==> src/verilog/cbu_pkg.sv <==
package cbu_pkg;

    // ----------------------------------------------------------------
    // Bus geometry
    // ----------------------------------------------------------------
    localparam int CBU_ADDR_W = 8;
    localparam int CBU_DATA_W = 32;
    localparam int CBU_STRB_W = 4;

    // ----------------------------------------------------------------
    // Register byte offsets
    // ----------------------------------------------------------------
    localparam logic [7:0] CBU_OFF_CTRL = 8'h00;
    localparam logic [7:0] CBU_OFF_INSTR = 8'h04;
    localparam logic [7:0] CBU_OFF_CHAIN = 8'h08;
    localparam logic [7:0] CBU_OFF_GREG = 8'h0c;
    localparam logic [7:0] CBU_OFF_FMASK = 8'h10;
    localparam logic [7:0] CBU_OFF_PSW = 8'h14;
    localparam logic [7:0] CBU_OFF_STATUS = 8'h18;
    localparam logic [7:0] CBU_OFF_INDEX = 8'h1c;

    // ----------------------------------------------------------------
    // Field indices; word bit 0 is the MSB, so position p is index 31-p
    // ----------------------------------------------------------------
    localparam int CBU_PSW_B0 = 31;
    localparam int CBU_CC_HI = 30;
    localparam int CBU_CC_LO = 27;
    localparam int CBU_PSW_B5 = 26;
    localparam int CBU_MID_HI = 25;
    localparam int CBU_MID_LO = 19;
    localparam int CBU_ADR_HI = 18;
    localparam int CBU_ADR_LO = 1;
    localparam int CBU_PSW_B31 = 0;
    localparam int CBU_D_HI = 25;
    localparam int CBU_D_LO = 23;
    localparam int CBU_X_HI = 22;
    localparam int CBU_X_LO = 21;
    localparam int CBU_IND = 20;
    localparam int CBU_FN_TOP = 15;
    localparam logic [17:0] CBU_WORD_STEP = 18'h00002;
    localparam logic [31:0] CBU_INCR_B31 = 32'h00000001;

    // Control and status bit positions.
    localparam int CBU_CTRL_START = 0;
    localparam int CBU_CTRL_OP_LO = 1;
    localparam int CBU_STAT_BUSY = 0;
    localparam int CBU_STAT_DONE = 1;
    localparam int CBU_STAT_TAKEN = 2;

    // Reset values.
    localparam logic [31:0] CBU_WORD_RST = 32'h00000000;
    localparam logic [1:0] CBU_OP_RST = 2'h0;

    // Operation selects.
    localparam logic [1:0] CBU_OP_COND_FALSE = 2'h0;
    localparam logic [1:0] CBU_OP_COND_TRUE = 2'h1;
    localparam logic [1:0] CBU_OP_FUNC_TRUE = 2'h2;
    localparam logic [1:0] CBU_OP_INCR_BYTE = 2'h3;

    localparam logic [1:0] CBU_RESP_OKAY = 2'h0;
    localparam logic [1:0] CBU_RESP_SLVERR = 2'h2;

    typedef enum logic [0:0] {CBU_IDLE, CBU_EXEC} cbu_state_e;

endpackage

==> src/verilog/cbu_axil.sv <==
`timescale 1ns/1ps
`default_nettype none
module cbu_axil (
    input wire logic mclk_i,
    input wire logic rst_i,
    input wire logic [cbu_pkg::CBU_ADDR_W-1:0] s_axi_awaddr_i,
    input wire logic s_axi_awvalid_i,
    output logic s_axi_awready_o,
    input wire logic [cbu_pkg::CBU_DATA_W-1:0] s_axi_wdata_i,
    input wire logic [cbu_pkg::CBU_STRB_W-1:0] s_axi_wstrb_i,
    input wire logic s_axi_wvalid_i,
    output logic s_axi_wready_o,
    output logic [1:0] s_axi_bresp_o,
    output logic s_axi_bvalid_o,
    input wire logic s_axi_bready_i,
    input wire logic [cbu_pkg::CBU_ADDR_W-1:0] s_axi_araddr_i,
    input wire logic s_axi_arvalid_i,
    output logic s_axi_arready_o,
    output logic [cbu_pkg::CBU_DATA_W-1:0] s_axi_rdata_o,
    output logic [1:0] s_axi_rresp_o,
    output logic s_axi_rvalid_o,
    input wire logic s_axi_rready_i,
    output logic wr_en_o,
    output logic [cbu_pkg::CBU_ADDR_W-1:0] wr_addr_o,
    output logic [cbu_pkg::CBU_DATA_W-1:0] wr_data_o,
    output logic [cbu_pkg::CBU_STRB_W-1:0] wr_strb_o,
    input wire logic wr_ok_i,
    output logic rd_en_o,
    output logic [cbu_pkg::CBU_ADDR_W-1:0] rd_addr_o,
    input wire logic [cbu_pkg::CBU_DATA_W-1:0] rd_data_i,
    input wire logic rd_ok_i
);
    import cbu_pkg::*;

    logic aw_held_r;
    logic w_held_r;
    logic bvalid_r;
    logic rvalid_r;
    logic [1:0] bresp_r;
    logic [1:0] rresp_r;
    logic [CBU_ADDR_W-1:0] awaddr_r;
    logic [CBU_DATA_W-1:0] wdata_r;
    logic [CBU_STRB_W-1:0] wstrb_r;
    logic [CBU_DATA_W-1:0] rdata_r;
    wire logic aw_take;
    wire logic w_take;
    wire logic ar_take;
    wire logic wr_commit;

    // Address and data are caught separately so either may come first.
    assign s_axi_awready_o = !aw_held_r && !bvalid_r;
    assign s_axi_wready_o = !w_held_r && !bvalid_r;
    assign s_axi_arready_o = !rvalid_r;
    assign aw_take = s_axi_awvalid_i && s_axi_awready_o;
    assign w_take = s_axi_wvalid_i && s_axi_wready_o;
    assign ar_take = s_axi_arvalid_i && s_axi_arready_o;
    assign wr_commit = aw_held_r && w_held_r && !bvalid_r;

    assign wr_en_o = wr_commit;
    assign wr_addr_o = awaddr_r;
    assign wr_data_o = wdata_r;
    assign wr_strb_o = wstrb_r;
    assign rd_en_o = ar_take;
    assign rd_addr_o = s_axi_araddr_i;
    assign s_axi_bvalid_o = bvalid_r;
    assign s_axi_bresp_o = bresp_r;
    assign s_axi_rvalid_o = rvalid_r;
    assign s_axi_rresp_o = rresp_r;
    assign s_axi_rdata_o = rdata_r;

    always_ff @(posedge mclk_i) begin
        if (rst_i) begin
            aw_held_r <= 1'b0;
            awaddr_r <= '0;
        end else if (aw_take) begin
            aw_held_r <= 1'b1;
            awaddr_r <= s_axi_awaddr_i;
        end else if (wr_commit) begin
            aw_held_r <= 1'b0;
        end
    end

    always_ff @(posedge mclk_i) begin
        if (rst_i) begin
            w_held_r <= 1'b0;
            wdata_r <= '0;
            wstrb_r <= '0;
        end else if (w_take) begin
            w_held_r <= 1'b1;
            wdata_r <= s_axi_wdata_i;
            wstrb_r <= s_axi_wstrb_i;
        end else if (wr_commit) begin
            w_held_r <= 1'b0;
        end
    end

    always_ff @(posedge mclk_i) begin
        if (rst_i) begin
            bvalid_r <= 1'b0;
            bresp_r <= CBU_RESP_OKAY;
        end else if (wr_commit) begin
            bvalid_r <= 1'b1;
            bresp_r <= wr_ok_i ? CBU_RESP_OKAY : CBU_RESP_SLVERR;
        end else if (s_axi_bready_i) begin
            bvalid_r <= 1'b0;
        end
    end

    always_ff @(posedge mclk_i) begin
        if (rst_i) begin
            rvalid_r <= 1'b0;
            rresp_r <= CBU_RESP_OKAY;
            rdata_r <= '0;
        end else if (ar_take) begin
            rvalid_r <= 1'b1;
            rresp_r <= rd_ok_i ? CBU_RESP_OKAY : CBU_RESP_SLVERR;
            rdata_r <= rd_ok_i ? rd_data_i : '0;
        end else if (s_axi_rready_i) begin
            rvalid_r <= 1'b0;
        end
    end

endmodule
`default_nettype wire

==> src/verilog/cbu_top.sv <==
// Operation
// - direct taken branch loads address bits 13-30
// - false branch select codes 1 to 7
// - false condition not met: no branch
// - indirect taken false branch copies bits 1-4
// - direct true/false branches keep condition code
// - indirect true/false branches load chain bits 1-4
// - indirect true branch copies bits 1-4
// - function bit chosen by current condition code
// - code n selects mask bit 16 plus n
// - function zero: advance one word at bit 29
// - indirect taken function branch loads bits 1-4 and 6-30
// - increment at bit 31, branch if nonzero
// - zero sum: next sequential instruction
// - index, indirect and address instruction fields
//
// The register offsets and the AXI4-Lite slave port are this design's own decisions.
`timescale 1ns/1ps
`default_nettype none
module cbu_top (
    input wire logic mclk_i,
    input wire logic rst_i,
    input wire logic [cbu_pkg::CBU_ADDR_W-1:0] s_axi_awaddr_i,
    input wire logic s_axi_awvalid_i,
    output logic s_axi_awready_o,
    input wire logic [cbu_pkg::CBU_DATA_W-1:0] s_axi_wdata_i,
    input wire logic [cbu_pkg::CBU_STRB_W-1:0] s_axi_wstrb_i,
    input wire logic s_axi_wvalid_i,
    output logic s_axi_wready_o,
    output logic [1:0] s_axi_bresp_o,
    output logic s_axi_bvalid_o,
    input wire logic s_axi_bready_i,
    input wire logic [cbu_pkg::CBU_ADDR_W-1:0] s_axi_araddr_i,
    input wire logic s_axi_arvalid_i,
    output logic s_axi_arready_o,
    output logic [cbu_pkg::CBU_DATA_W-1:0] s_axi_rdata_o,
    output logic [1:0] s_axi_rresp_o,
    output logic s_axi_rvalid_o,
    input wire logic s_axi_rready_i,
    output logic [cbu_pkg::CBU_DATA_W-1:0] program_status_word_o,
    output logic branch_taken_o,
    output logic exec_done_o
);
    import cbu_pkg::*;

    // ----------------------------------------------------------------
    // Decoding helpers
    // ----------------------------------------------------------------

    // Only whole aligned words at the defined offsets are mapped.
    function automatic logic addr_hit(input logic [CBU_ADDR_W-1:0] a);
        addr_hit = (a == CBU_OFF_CTRL) || (a == CBU_OFF_INSTR) ||
                   (a == CBU_OFF_CHAIN) || (a == CBU_OFF_GREG) ||
                   (a == CBU_OFF_FMASK) || (a == CBU_OFF_PSW) ||
                   (a == CBU_OFF_STATUS) || (a == CBU_OFF_INDEX);
    endfunction

    function automatic logic [31:0] merge_bytes(input logic [31:0] old_w,
                                                input logic [31:0] new_w,
                                                input logic [3:0] strb);
        logic [31:0] res;
        res = old_w;
        for (int i = 0; i < 4; i++) begin
            if (strb[i]) begin
                res[8*i +: 8] = new_w[8*i +: 8];
            end
        end
        merge_bytes = res;
    endfunction

    // Condition codes arrive as {cc1, cc2, cc3, cc4}.
    function automatic logic cond_false_hit(input logic [2:0] d, input logic [3:0] c);
        case (d)
            3'h1: cond_false_hit = !c[3];
            3'h2: cond_false_hit = !c[2];
            3'h3: cond_false_hit = !c[1];
            3'h4: cond_false_hit = !c[0];
            3'h5: cond_false_hit = !c[2] && !c[0];
            3'h6: cond_false_hit = !c[1] && !c[0];
            3'h7: cond_false_hit = (c == 4'h0);
            default: cond_false_hit = 1'b0;
        endcase
    endfunction

    // Select code 4 has no defined test, so it never branches.
    function automatic logic cond_true_hit(input logic [2:0] d, input logic [3:0] c);
        case (d)
            3'h1: cond_true_hit = c[3];
            3'h2: cond_true_hit = c[2];
            3'h3: cond_true_hit = c[1];
            3'h5: cond_true_hit = c[0];
            3'h6: cond_true_hit = c[2] || c[0];
            3'h7: cond_true_hit = c[1] || c[0];
            default: cond_true_hit = 1'b0;
        endcase
    endfunction

    // ----------------------------------------------------------------
    // Bus front end
    // ----------------------------------------------------------------
    wire logic wr_en;
    wire logic [CBU_ADDR_W-1:0] wr_addr;
    wire logic [CBU_DATA_W-1:0] wr_data;
    wire logic [CBU_STRB_W-1:0] wr_strb;
    wire logic wr_ok;
    wire logic rd_en;
    wire logic [CBU_ADDR_W-1:0] rd_addr;
    logic [CBU_DATA_W-1:0] rd_data;
    wire logic rd_ok;

    cbu_axil u_axil (
        .mclk_i(mclk_i),
        .rst_i(rst_i),
        .s_axi_awaddr_i(s_axi_awaddr_i),
        .s_axi_awvalid_i(s_axi_awvalid_i),
        .s_axi_awready_o(s_axi_awready_o),
        .s_axi_wdata_i(s_axi_wdata_i),
        .s_axi_wstrb_i(s_axi_wstrb_i),
        .s_axi_wvalid_i(s_axi_wvalid_i),
        .s_axi_wready_o(s_axi_wready_o),
        .s_axi_bresp_o(s_axi_bresp_o),
        .s_axi_bvalid_o(s_axi_bvalid_o),
        .s_axi_bready_i(s_axi_bready_i),
        .s_axi_araddr_i(s_axi_araddr_i),
        .s_axi_arvalid_i(s_axi_arvalid_i),
        .s_axi_arready_o(s_axi_arready_o),
        .s_axi_rdata_o(s_axi_rdata_o),
        .s_axi_rresp_o(s_axi_rresp_o),
        .s_axi_rvalid_o(s_axi_rvalid_o),
        .s_axi_rready_i(s_axi_rready_i),
        .wr_en_o(wr_en),
        .wr_addr_o(wr_addr),
        .wr_data_o(wr_data),
        .wr_strb_o(wr_strb),
        .wr_ok_i(wr_ok),
        .rd_en_o(rd_en),
        .rd_addr_o(rd_addr),
        .rd_data_i(rd_data),
        .rd_ok_i(rd_ok)
    );

    assign wr_ok = addr_hit(wr_addr);
    assign rd_ok = rd_en && addr_hit(rd_addr);

    // ----------------------------------------------------------------
    // Register file
    // ----------------------------------------------------------------
    cbu_state_e state_r;
    cbu_state_e state_nxt;
    logic [1:0] op_r;
    logic [31:0] instr_r;
    logic [31:0] chain_r;
    logic [31:0] greg_r;
    logic [31:0] fmask_r;
    logic [31:0] psw_r;
    logic [31:0] index_r;
    logic taken_r;
    logic done_r;
    logic done_pulse_r;

    wire logic idle;
    wire logic exec;
    wire logic wr_ctrl;
    wire logic start_req;

    assign idle = (state_r == CBU_IDLE);
    assign exec = (state_r == CBU_EXEC);
    assign wr_ctrl = wr_en && (wr_addr == CBU_OFF_CTRL) && wr_strb[0];
    // A start while a branch is still executing is dropped.
    assign start_req = wr_ctrl && wr_data[CBU_CTRL_START] && idle;

    // Operand registers are frozen while the branch executes.
    always_ff @(posedge mclk_i) begin
        if (rst_i) begin
            op_r <= CBU_OP_RST;
        end else if (wr_ctrl && idle) begin
            op_r <= wr_data[CBU_CTRL_OP_LO +: 2];
        end
    end

    always_ff @(posedge mclk_i) begin
        if (rst_i) begin
            instr_r <= CBU_WORD_RST;
            chain_r <= CBU_WORD_RST;
            fmask_r <= CBU_WORD_RST;
            index_r <= CBU_WORD_RST;
        end else if (wr_en && idle) begin
            if (wr_addr == CBU_OFF_INSTR) instr_r <= merge_bytes(instr_r, wr_data, wr_strb);
            if (wr_addr == CBU_OFF_CHAIN) chain_r <= merge_bytes(chain_r, wr_data, wr_strb);
            if (wr_addr == CBU_OFF_FMASK) fmask_r <= merge_bytes(fmask_r, wr_data, wr_strb);
            if (wr_addr == CBU_OFF_INDEX) index_r <= merge_bytes(index_r, wr_data, wr_strb);
        end
    end

    // ----------------------------------------------------------------
    // Instruction fields
    // ----------------------------------------------------------------
    wire logic [2:0] d_sel;
    wire logic [1:0] x_sel;
    wire logic ind;
    wire logic [17:0] base_addr;
    wire logic [17:0] ea;
    wire logic [3:0] cc;
    wire logic [17:0] seq_addr;

    assign d_sel = instr_r[CBU_D_HI:CBU_D_LO];
    assign x_sel = instr_r[CBU_X_HI:CBU_X_LO];
    assign ind = instr_r[CBU_IND];
    assign base_addr = instr_r[CBU_ADR_HI:CBU_ADR_LO];
    // The chain word already holds the fully resolved address, so indexing
    // applies only to direct branches; the increment branch takes none.
    assign ea = ind ? chain_r[CBU_ADR_HI:CBU_ADR_LO] :
                ((x_sel != 2'h0) && (op_r != CBU_OP_INCR_BYTE)) ?
                base_addr + index_r[CBU_ADR_HI:CBU_ADR_LO] : base_addr;
    assign cc = psw_r[CBU_CC_HI:CBU_CC_LO];
    // Word step is a carry into bit 29 of the address field.
    assign seq_addr = psw_r[CBU_ADR_HI:CBU_ADR_LO] + CBU_WORD_STEP;

    // ----------------------------------------------------------------
    // Branch decision
    // ----------------------------------------------------------------
    wire logic false_hit;
    wire logic true_hit;
    wire logic [3:0] fn_sel;
    wire logic fn_bit;
    wire logic [31:0] greg_inc;
    wire logic incr_hit;
    wire logic take;

    assign false_hit = cond_false_hit(d_sel, cc);
    assign true_hit = cond_true_hit(d_sel, cc);
    // Code n picks mask position 16+n, which is index 15-n.
    assign fn_sel = 4'(CBU_FN_TOP) - cc;
    assign fn_bit = fmask_r[fn_sel];
    assign greg_inc = greg_r + CBU_INCR_B31;
    assign incr_hit = (greg_inc != CBU_WORD_RST);

    assign take = (op_r == CBU_OP_COND_FALSE) ? false_hit :
                  (op_r == CBU_OP_COND_TRUE) ? true_hit :
                  (op_r == CBU_OP_FUNC_TRUE) ? fn_bit : incr_hit;

    // ----------------------------------------------------------------
    // Next program status word
    // ----------------------------------------------------------------
    wire logic cc_from_chain;
    wire logic mid_from_chain;
    wire logic [3:0] cc_nxt;
    wire logic [6:0] mid_nxt;
    wire logic [17:0] addr_nxt;
    wire logic [31:0] psw_nxt;

    // The increment branch is left out here so its codes never move.
    assign cc_from_chain = ind && (op_r != CBU_OP_INCR_BYTE);
    assign mid_from_chain = ind && take && (op_r == CBU_OP_FUNC_TRUE);
    assign cc_nxt = cc_from_chain ? chain_r[CBU_CC_HI:CBU_CC_LO] : cc;
    assign mid_nxt = mid_from_chain ? chain_r[CBU_MID_HI:CBU_MID_LO] :
                     psw_r[CBU_MID_HI:CBU_MID_LO];
    assign addr_nxt = take ? ea : seq_addr;
    // Bits 0, 5 and 31 pass through untouched in every case.
    assign psw_nxt = {psw_r[CBU_PSW_B0], cc_nxt, psw_r[CBU_PSW_B5], mid_nxt,
                      addr_nxt, psw_r[CBU_PSW_B31]};

    // ----------------------------------------------------------------
    // Execution sequencer
    // ----------------------------------------------------------------
    always_comb begin
        state_nxt = state_r;
        case (state_r)
            CBU_IDLE: begin
                if (start_req) begin
                    state_nxt = CBU_EXEC;
                end
            end
            CBU_EXEC: begin
                state_nxt = CBU_IDLE;
            end
            default: begin
                state_nxt = CBU_IDLE;
            end
        endcase
    end

    always_ff @(posedge mclk_i) begin
        if (rst_i) begin
            state_r <= CBU_IDLE;
        end else begin
            state_r <= state_nxt;
        end
    end

    // The result of a branch wins over a bus write on the same edge, so
    // software cannot tear the program status word mid-execution.
    always_ff @(posedge mclk_i) begin
        if (rst_i) begin
            psw_r <= CBU_WORD_RST;
        end else if (exec) begin
            psw_r <= psw_nxt;
        end else if (wr_en && (wr_addr == CBU_OFF_PSW)) begin
            psw_r <= merge_bytes(psw_r, wr_data, wr_strb);
        end
    end

    always_ff @(posedge mclk_i) begin
        if (rst_i) begin
            greg_r <= CBU_WORD_RST;
        end else if (exec && (op_r == CBU_OP_INCR_BYTE)) begin
            greg_r <= greg_inc;
        end else if (wr_en && idle && (wr_addr == CBU_OFF_GREG)) begin
            greg_r <= merge_bytes(greg_r, wr_data, wr_strb);
        end
    end

    always_ff @(posedge mclk_i) begin
        if (rst_i) begin
            taken_r <= 1'b0;
            done_r <= 1'b0;
            done_pulse_r <= 1'b0;
        end else begin
            done_pulse_r <= exec;
            if (exec) begin
                taken_r <= take;
                done_r <= 1'b1;
            end else if (start_req) begin
                done_r <= 1'b0;
            end
        end
    end

    // ----------------------------------------------------------------
    // Readback
    // ----------------------------------------------------------------
    wire logic [31:0] ctrl_rd;
    wire logic [31:0] status_rd;

    assign ctrl_rd = {29'h0, op_r, 1'b0};
    assign status_rd = {29'h0, taken_r, done_r, !idle};

    assign rd_data = (rd_addr == CBU_OFF_CTRL) ? ctrl_rd :
                     (rd_addr == CBU_OFF_INSTR) ? instr_r :
                     (rd_addr == CBU_OFF_CHAIN) ? chain_r :
                     (rd_addr == CBU_OFF_GREG) ? greg_r :
                     (rd_addr == CBU_OFF_FMASK) ? fmask_r :
                     (rd_addr == CBU_OFF_PSW) ? psw_r :
                     (rd_addr == CBU_OFF_STATUS) ? status_rd :
                     (rd_addr == CBU_OFF_INDEX) ? index_r : CBU_WORD_RST;

    assign program_status_word_o = psw_r;
    assign branch_taken_o = taken_r;
    assign exec_done_o = done_pulse_r;

endmodule
`default_nettype wire

==> config.mk <==
export PLATFORM = sky130hd
export DESIGN_NAME = cbu_top
export DESIGN_NICKNAME = d
export VERILOG_FILES = /design/src/verilog/cbu_pkg.sv /design/src/verilog/cbu_axil.sv /design/src/verilog/cbu_top.sv
export SDC_FILE = /design/constraint.sdc
export NUM_CORES = 1
export LEC_CHECK = 0
export ABC_CLOCK_PERIOD_IN_PS = 3920
export BUFFER_PORTS_ARGS = -buffer_cell sky130_fd_sc_hd__buf_2
export CAP_MARGIN = 40
export CORE_ASPECT_RATIO = 0.8
export CORE_MARGIN = 5
export CORE_UTILIZATION = 51
export DETAILED_ROUTE_END_ITERATION = 10
export GPL_TIMING_DRIVEN = 0
export PLACE_DENSITY_LB_ADDON = 0.3
export SYNTH_ARGS = -nofsm -noshare
export SYNTH_HDL_FRONTEND = slang
export SYNTH_SLANG_ARGS = --single-unit
==> constraint.sdc <==
create_clock -name mclk_i -period 3.92 [get_ports mclk_i]
set_clock_uncertainty 0.05 [all_clocks]
set_input_delay 0.588 -clock mclk_i [delete_from_list [all_inputs] [get_ports mclk_i]]
set_output_delay 0.588 -clock mclk_i [all_outputs]
set_load 0.05 [all_outputs]
# == After elaboration in Yosys (flattened, before gate mapping) ==
# Cells that the tools add are included.
# totals
ff_bits,282
# op_classes
order_cmp,1
eq_ne,27
bitwise_logic,1
add_sub_neg,4
n_reduce_logical,96
n_mux,44
# ops
cell,count
32-bit 2-to-1 mux,11
8-bit by 5-bit == test with 1-bit output (second input constant),8
3-bit AND reduction,21
31-bit 2-to-1 mux,2
18-bit 2-to-1 mux,3
8-bit 2-to-1 mux,5
32-bit by 1-bit adder with 32-bit output (second input constant),1
8-bit by 4-bit == test with 1-bit output (second input constant),4
2-bit nonzero test,16
32-bit nonzero test,1
1-bit logical AND,23
18-bit adder,1
18-bit by 2-bit adder with 18-bit output (second input constant),1
8-bit by 3-bit == test with 1-bit output (second input constant),2
8-bit logical NOT,2
1-bit logical OR,16
1-bit 2-to-1 mux,14
7-bit 2-to-1 mux,2
2-bit AND reduction,7
3-bit == test (second input constant),4
1-bit logical NOT,8
1-bit case mux with 7 select lines,1
3-bit by 2-bit == test with 1-bit output (second input constant),2
4-bit by 6-bit less-than comparator with 1-bit output (second input constant),1
other kinds (14),17

# == Longest topological paths before layout ==
# Gate-level depths: netlist (run 1).
# logic_depth
word_depth,10
mapped_depth,14
ltp_nobuf,11

# == Cells and area by module ==
# A second synthesis (run 1) with hierarchy kept.
# hier_totals
hier_cells,1844
area_unflattened_um2,14916.8
# modules_own_cells
mod,cells_per_inst,area_per_inst_um2,n_inst
cbu_top,1469,11885.1,1
cbu_axil,375,3031.7,1

# == Worst setup path before layout (run 1) ==
# Ideal clock, no wire load.
# synth_timing
path_type,reg-to-reg
from,"register psw_r[27], in the netlist program_status_word_o[27]"
to,"register psw_r[3], in the netlist program_status_word_o[3]"
path_buffers,2
t_required_ns,3.755
path_slack_ns,0.813
path_stages_with_launch,10
synth_period_minus_slack_ns,3.107
arrival_time_ns,2.942
path_cell_list,dfxtp_1 clkbuf_1 mux4_2 mux4_2 o21ai_0 o211a_1 buf_4 nor2_4 mux2i_1 a2111oi_0
# synth_between
elab_chain_len,8
elab_cells_between_ends,16
cone_classes,add/sub (1); mux (9); reduce/logical (6)
# synth_rtl
item,line_no,rtl
start: declaration,cbu_top.sv:155,logic [31:0] psw_r;
start signal: assignment,cbu_top.sv:297,psw_r <= psw_nxt;
start signal: assignment,cbu_top.sv:299,"psw_r <= merge_bytes(psw_r, wr_data, wr_strb);"
4-bit subtractor,cbu_top.sv:233,assign fn_sel = 4'(CBU_FN_TOP) - cc;
1-bit binary-select mux with 4-bit select,cbu_top.sv:234,assign fn_bit = fmask_r[fn_sel];
1-bit 2-to-1 mux (implied by the code),cbu_top.sv:234,
1-bit 2-to-1 mux,cbu_top.sv:240,(op_r == CBU_OP_FUNC_TRUE) ? fn_bit : incr_hit;
1-bit 2-to-1 mux,cbu_top.sv:239,(op_r == CBU_OP_COND_TRUE) ? true_hit :
1-bit 2-to-1 mux *,cbu_top.sv:238,assign take = (op_r == CBU_OP_COND_FALSE) ? false_hit :
18-bit 2-to-1 mux *,cbu_top.sv:258,assign addr_nxt = take ? ea : seq_addr;
31-bit 2-to-1 mux *,cbu_top.sv:296,end else if (exec) begin
# Every way passes the cells marked *; elsewhere a longest branch is shown, timed or not. The select of a mux whose other input is x is not followed.
# A chain may end at the register's enable or synchronous reset.

# == Worst setup path in the final report (run 1) ==
# layout_timing
from,register greg_r[12]
to,"register psw_r[3], in the netlist program_status_word_o[3]"
# layout_between
elab_chain_len,7
# layout_rtl
item,line_no,rtl
start: declaration,cbu_top.sv:153,logic [31:0] greg_r;
start signal: assignment,cbu_top.sv:307,greg_r <= greg_inc;
start signal: assignment,cbu_top.sv:309,"greg_r <= merge_bytes(greg_r, wr_data, wr_strb);"
32-bit by 1-bit adder with 32-bit output,cbu_top.sv:235,assign greg_inc = greg_r + CBU_INCR_B31;
32-bit nonzero test,cbu_top.sv:236,assign incr_hit = (greg_inc != CBU_WORD_RST);
1-bit 2-to-1 mux,cbu_top.sv:240,
1-bit 2-to-1 mux,cbu_top.sv:239,
1-bit 2-to-1 mux,cbu_top.sv:238,
18-bit 2-to-1 mux,cbu_top.sv:258,
31-bit 2-to-1 mux,cbu_top.sv:296,
# No other way between the ends.

==> results.sh, run 1 <==
export IMPL_status="completed"
export IMPL_ys_types=83
export IMPL_grt_pass1_wl_um=96200
export IMPL_ys_ff_latch=280
export IMPL_root_buffer="clkbuf_16"
export IMPL_setup_viol=0
export IMPL_drv_slew=0
export IMPL_worst_slew_pin_transition_ns=0.986
export IMPL_hold_class="in -> reg"
export IMPL_min_from="s_axi_rready_i"
export IMPL_die_h_um=163
export IMPL_min_path_cells=2
export IMPL_cts_htree_levels=1
export IMPL_yosysWarnings=0
export IMPL_synth_area_per_cell_um2=7.39
export IMPL_wl_per_cell_um=25.2
export IMPL_total_power_mw=6.53
export IMPL_dr_first_iter_drc_count=2531
export IMPL_diodes=0
export IMPL_hpwl_um=48900
export IMPL_rrSetupSlack_ns=0.15
export IMPL_async_reset_ff_frac=0
export IMPL_synthFlopType="dfxtp_1"
export IMPL_yosysTopAreaCellShare=0.375
export IMPL_die_w_um=201
export IMPL_syn_area_um2=15000
export IMPL_routed_wl_um=65300
export IMPL_cts_tree="yes"
export IMPL_maxCapViolCount=0
export IMPL_crit_path_end_kind="flip-flop"
export IMPL_rows=56
export IMPL_num_io_pins=134
export IMPL_area_delta_synth_final_pct=15.6
export IMPL_clk_path_buf_depth=3
export IMPL_setup_worst_path_start_class="flip-flop"
export IMPL_overflow=0
export IMPL_cp_arrival_ns=4.15
export IMPL_groute_usage_overall=0.380
export IMPL_dieArea_um2=32900
export IMPL_hold_end="u_axil.s_axi_rvalid_o"
export IMPL_synth_area_leaders="dfxtp_1 (37%), nand2_1 (12%), a21oi_1 (11%)"
export IMPL_yosys_area_top_type="dfxtp_1"
export IMPL_leakage_nw=6.09
export IMPL_grt_pass1_vias=15300
export IMPL_nFillCells=2753
export IMPL_timing_fmax_ghz=0.265
export IMPL_rsz0062_at_grt="no"
export IMPL_cts_num_sinks=280
export IMPL_finalHoldViolCount=0
export IMPL_drive_above_1_share=0.116
export IMPL_postSynthCellCount=2025
export IMPL_antenna_found_initial=2
export IMPL_num_nets_final=2274
export IMPL_io_buffer_count=128
export IMPL_synth_edf_count=0
export IMPL_vias_per_cell=6.50
export IMPL_crit_required_ns=4.30
export IMPL_coreArea_um2=29100
export IMPL_utilization=0.594
export IMPL_remaining_drc_errors=0
export IMPL_start_util=0.513
export IMPL_cts_clk_slew_worst_paths_ns=0.06
export IMPL_dr_pass1_iters=6
export IMPL_ir_drop_mv=0.407
export IMPL_criticalPathCategory="reg -> reg"
export IMPL_seq_area_frac_synth=0.375
export IMPL_fin_crit_sh=0.962
export IMPL_cts_hold_buf=0
export IMPL_cts_made_buffers=29
export IMPL_insertion_delay_ns=0.57
export IMPL_critPathMaxFanout=10
export IMPL_reg2regPathDepth=11
export IMPL_vias=16900
export IMPL_grt_max_degree=15
export IMPL_ys_top_cells_by_count="nand2_1 (492), a21oi_1 (325), dfxtp_1 (280)"
export IMPL_ant_nets=0
export IMPL_slew_headroom=0.326
export IMPL_rr_endpoint="program_status_word_o[3]"
export IMPL_place_gp_congestion=1.02
export IMPL_power_density_nw_per_um2=377
export IMPL_r2r_start="greg_r[12]"
export IMPL_finalCriticalPeriod_ns=3.77
export IMPL_yosysMostFrequentCell="nand2_1"
export IMPL_tns_ns=0
worst max-delay path by stage:
stage | depth (start not counted) | slack (ns) | end | startpoint
5_1_grt | 11 | 0.02 | program_status_word_o[3] | greg_r[12]
6_report | 11 | 0.15 | program_status_word_o[3] | greg_r[12]
4_1_cts | 12 | 0.04 | program_status_word_o[3] | greg_r[0]
3_3_place_gp | 12 | 0.1 | program_status_word_o[3] | greg_r[0]
2_1_floorplan | 9 | 0.81 | program_status_word_o[3] | program_status_word_o[27]
3_5_place_dp | 12 | 0.07 | program_status_word_o[3] | greg_r[0]
per-stage QoR:
stage	std cells	cell area, µm²	hold WS, ns	setup slack [ns]
final	2593	17300	0.147	0.150
after global routing	2593	17300	0.165	0.0179
after CTS	2593	17300	0.141	0.0425
after detailed placement	2540	16200	0.396	0.0739
after global placement	2531	16100	0.389	0.0983
after floorplan	2026	15000	0.378	0.813
power breakdown:
part	total [mW]	switching, mW	leakage, nW	internal, mW
combinational	0.372	0.282	3.30	0.0898
sequential	2.97	0.0914	2.26	2.88
clock	3.19	1.25	0.528	1.93
total	6.53	1.63	6.09	4.90
logic make-up after synthesis:
logic type	share of synthesized area
compound gates	0.262
xor+xnor	0.0199
fa+ha+maj	0.0181
buf+inv	0.0532
flops	0.375
mux	0.0265
other cells	0.000251
simple gates	0.245
worst max-delay path, cell delays in order (launching register included):
cell,delay (ns)
dfxtp_1,0.40
clkbuf_1,0.51
nand4_1,0.17
nor4_1,0.50
xnor2_1,0.21
o2111a_1,0.26
nand4b_1,0.18
nor4_4,0.44
buf_6,0.23
nor2_4,0.12
mux2i_1,0.15
a2111oi_0,0.40
sequential cells by signal (all words and copies together), names as in the netlist, 2 cells and up:
signal	cells
fmask_r	32
chain_r	32
u_axil.wr_strb_o	4
u_axil.wr_addr_o	8
u_axil.s_axi_rdata_o	32
op_r	2
program_status_word_o	32
greg_r	32
index_r	32
instr_r	32
u_axil.wr_data_o	32
per-layer routing:
layer	GRT usage	up-vias	part of all wire
li1	-	7521	-
met1	0.525	7881	0.39
met2	0.544	1228	0.40
met3	0.119	222	0.15
met4	0.175	4	0.060
met5	0	-	0.0010
timing repair:
| item | 4_1_cts | 5_1_grt |
|---|---|---|
| endpoints found under the setup margin | 0 | 16 |
| gates resized for setup | 0 | 11 |
| buffers inserted | 0 | 1 |
layout by cell type (no fill, tap or decap), types with 15 or more instances in the layout:
cell	synthesis	routed
a21oi_1	325	325
a22oi_1	56	56
inv_1	36	36
and3_1	25	25
clkbuf_1	130	131
nand3_1	49	48
o221ai_1	20	20
nor2_1	112	112
dfxtp_1	280	278
ha_1	20	19
o22ai_1	15	15
o21ai_0	67	67
clkbuf_16	0	29
xnor2_1	21	21
nor3_1	52	51
and2_1	22	22
mux2i_1	19	19
buf_2	9	138
o211ai_1	24	24
nand2_1	492	492
layout make-up:
| class | count | area [µm²] | share of cell area |
|---|---|---|---|
| Buffer | 155 | 651 | 0.0376 |
| Clock inverter | 15 | 263 | 0.0152 |
| Multi-Input combinational cell | 1552 | 8600 | 0.497 |
| Tap cell | 377 | 472 | 0.0273 |
| Clock buffer | 38 | 820 | 0.0474 |
| Timing Repair Buffer | 138 | 747 | 0.0432 |
| Sequential cell | 280 | 5610 | 0.324 |
| Inverter | 38 | 143 | 0.00824 |
Power figures use the tool's default switching activity.
==> run 2, diff against run 1 <==
Settings changed: ABC_CLOCK_PERIOD_IN_PS 3920 to 3600.
Clock period 3.92 ns to 3.6 ns, I/O delays scaled along.
==> results.sh, run 2 (synthesis gave the netlist of run 1 again) <==
export IMPL_status="completed"
export IMPL_diodes=0
export IMPL_cts_clk_slew_worst_paths_ns=0.07
export IMPL_routed_wl_um=65600
export IMPL_hold_end="u_axil.s_axi_rvalid_o"
export IMPL_critPathMaxFanout=10
export IMPL_crit_required_ns=4.04
export IMPL_cp_arrival_ns=4.03
export IMPL_timing_fmax_ghz=0.278
export IMPL_grt_max_degree=15
export IMPL_ant_nets=0
export IMPL_min_path_cells=2
export IMPL_groute_usage_overall=0.381
export IMPL_cts_num_sinks=280
export IMPL_finalHoldViolCount=0
export IMPL_rr_endpoint="program_status_word_o[12]"
export IMPL_finalCriticalPeriod_ns=3.60
export IMPL_remaining_drc_errors=0
export IMPL_dieArea_um2=32900
export IMPL_leakage_nw=6.16
export IMPL_hpwl_um=48900
export IMPL_start_util=0.513
export IMPL_worst_slew_pin_transition_ns=0.984
export IMPL_maxCapViolCount=0
export IMPL_area_delta_synth_final_pct=16.4
export IMPL_ir_drop_mv=0.444
export IMPL_num_io_pins=134
export IMPL_setup_worst_path_start_class="flip-flop"
export IMPL_routedLengthMet1_um=25600
export IMPL_grt_pass1_vias=15300
export IMPL_io_buffer_count=128
export IMPL_fin_crit_sh=0.999
export IMPL_cts_htree_levels=1
export IMPL_utilization=0.597
export IMPL_hold_ws_ns=0.0945
export IMPL_rrSetupSlack_ns=0.003
export IMPL_insertion_delay_ns=0.58
export IMPL_crit_path_end_kind="flip-flop"
export IMPL_hold_class="in -> reg"
export IMPL_drive_above_1_share=0.122
export IMPL_criticalPathCategory="reg -> reg"
export IMPL_place_gp_congestion=1.02
export IMPL_slew_headroom=0.344
export IMPL_cts_made_buffers=29
export IMPL_dpl_cell_count=2540
export IMPL_overflow=0
export IMPL_coreArea_um2=29100
export IMPL_rows=56
export IMPL_mostFrequentLayoutCells="nand2_1 (492), a21oi_1 (325), dfxtp_1 (278)"
export IMPL_vias_per_cell=6.54
export IMPL_cts_tree="yes"
export IMPL_clk_path_buf_depth=3
export IMPL_layoutNonFillerInstCount=2598
export IMPL_antenna_found_initial=2
export IMPL_grt_pass1_wl_um=96300
export IMPL_min_from="s_axi_rready_i"
export IMPL_setup_ws_ns=0.00324
export IMPL_dr_pass1_iters=6
export IMPL_wl_per_cell_um=25.3
export IMPL_die_h_um=163
export IMPL_nFillCells=2742
export IMPL_num_nets_final=2279
export IMPL_pre_cts_ws_ns=-0.246
export IMPL_met2_length_um=26100
export IMPL_vias=17000
export IMPL_die_w_um=201
export IMPL_root_buffer="clkbuf_16"
export IMPL_drv_slew=0
export IMPL_dr_first_iter_drc_count=2527
export IMPL_wl_met3_um=9930
export IMPL_reg2regPathDepth=12
export IMPL_r2r_start="greg_r[12]"
export IMPL_mostFrequentLayoutCell="nand2_1"
export IMPL_power_density_nw_per_um2=408
export IMPL_highest_layer="met5"
export IMPL_setup_viol=0
[run 2: cell count changes in the layout (fill, tap and decap cells not counted), moves of 2 or more]
cell,previous run,this run
nor4_4,3,5
buf_4,10,15
clkbuf_4,0,2
nor2_2,0,3
nor4_1,11,8
a2111oi_0,3,1
nor2_1,112,109
[run 2: worst max path at each step]
| stage | from | end | slack [ns] | cells after the start |
|---|---|---|---|---|
| 2_1_floorplan | program_status_word_o[27] | program_status_word_o[3] | 0.49 | 9 |
| 3_3_place_gp | greg_r[0] | program_status_word_o[3] | -0.22 | 12 |
| 3_5_place_dp | greg_r[0] | program_status_word_o[3] | -0.25 | 12 |
| 4_1_cts | greg_r[25] | program_status_word_o[3] | 0.001 | 11 |
| 5_1_grt | greg_r[12] | program_status_word_o[12] | -0.06 | 12 |
| 6_report | greg_r[12] | program_status_word_o[12] | 0.003 | 12 |
[run 2: report_power, final]
part	total, mW	switching [mW]	internal (mW)	leakage (nW)
clock	3.47	1.36	2.10	0.528
sequential	3.24	0.0991	3.14	2.26
combinational	0.407	0.309	0.0980	3.37
[run 2: worst max-delay path, stage by stage (launching register included)]
cell and delay, ns:
dfxtp_1 0.40, clkbuf_1 0.49, nand4_1 0.20, nor4_2 0.37, xnor2_1 0.19, o2111a_1 0.26, nand4b_1 0.18, nor4_4 0.43
buf_6 0.23, nor2_4 0.09, buf_4 0.14, mux2_4 0.30, a211oi_2 0.18
[run 2: what timing repair did]
action                     CTS  global route
setup endpoints to repair   24            29
pin swaps                    0             2
hold buffers                 0             0
gates resized for setup      9            20
cloned                       0             0
setup buffers                2             4
[run 2: stage by stage]
step	power [mW]	setup TNS [ns]	area (µm²)
detailed placement	3.69	-3.06	16200
global route	7.25	-0.0925	17400
CTS	7.08	0	17300
floorplan	3.46	0	15000
global placement	3.67	-7.42	16100
finish	7.11	0	17400
[run 2: cell type report]
cell class                 count  area, µm²  share of cell area
buffer                       155        656              0.0376
clock buffer                  38        820              0.0471
clock inverter                15        263              0.0151
inverter                      38        143             0.00819
multi-input combinational   1552       8670               0.498
sequential                   280       5610               0.322
tap                          377        472              0.0271
timing repair buffer         143        785              0.0450
[run 2: layer usage]
metal,global-route usage,vias to the layer above
met1,0.528,8005
li1,-,7533
met3,0.116,221
met4,0.176,2
met5,0,-
met2,0.544,1242
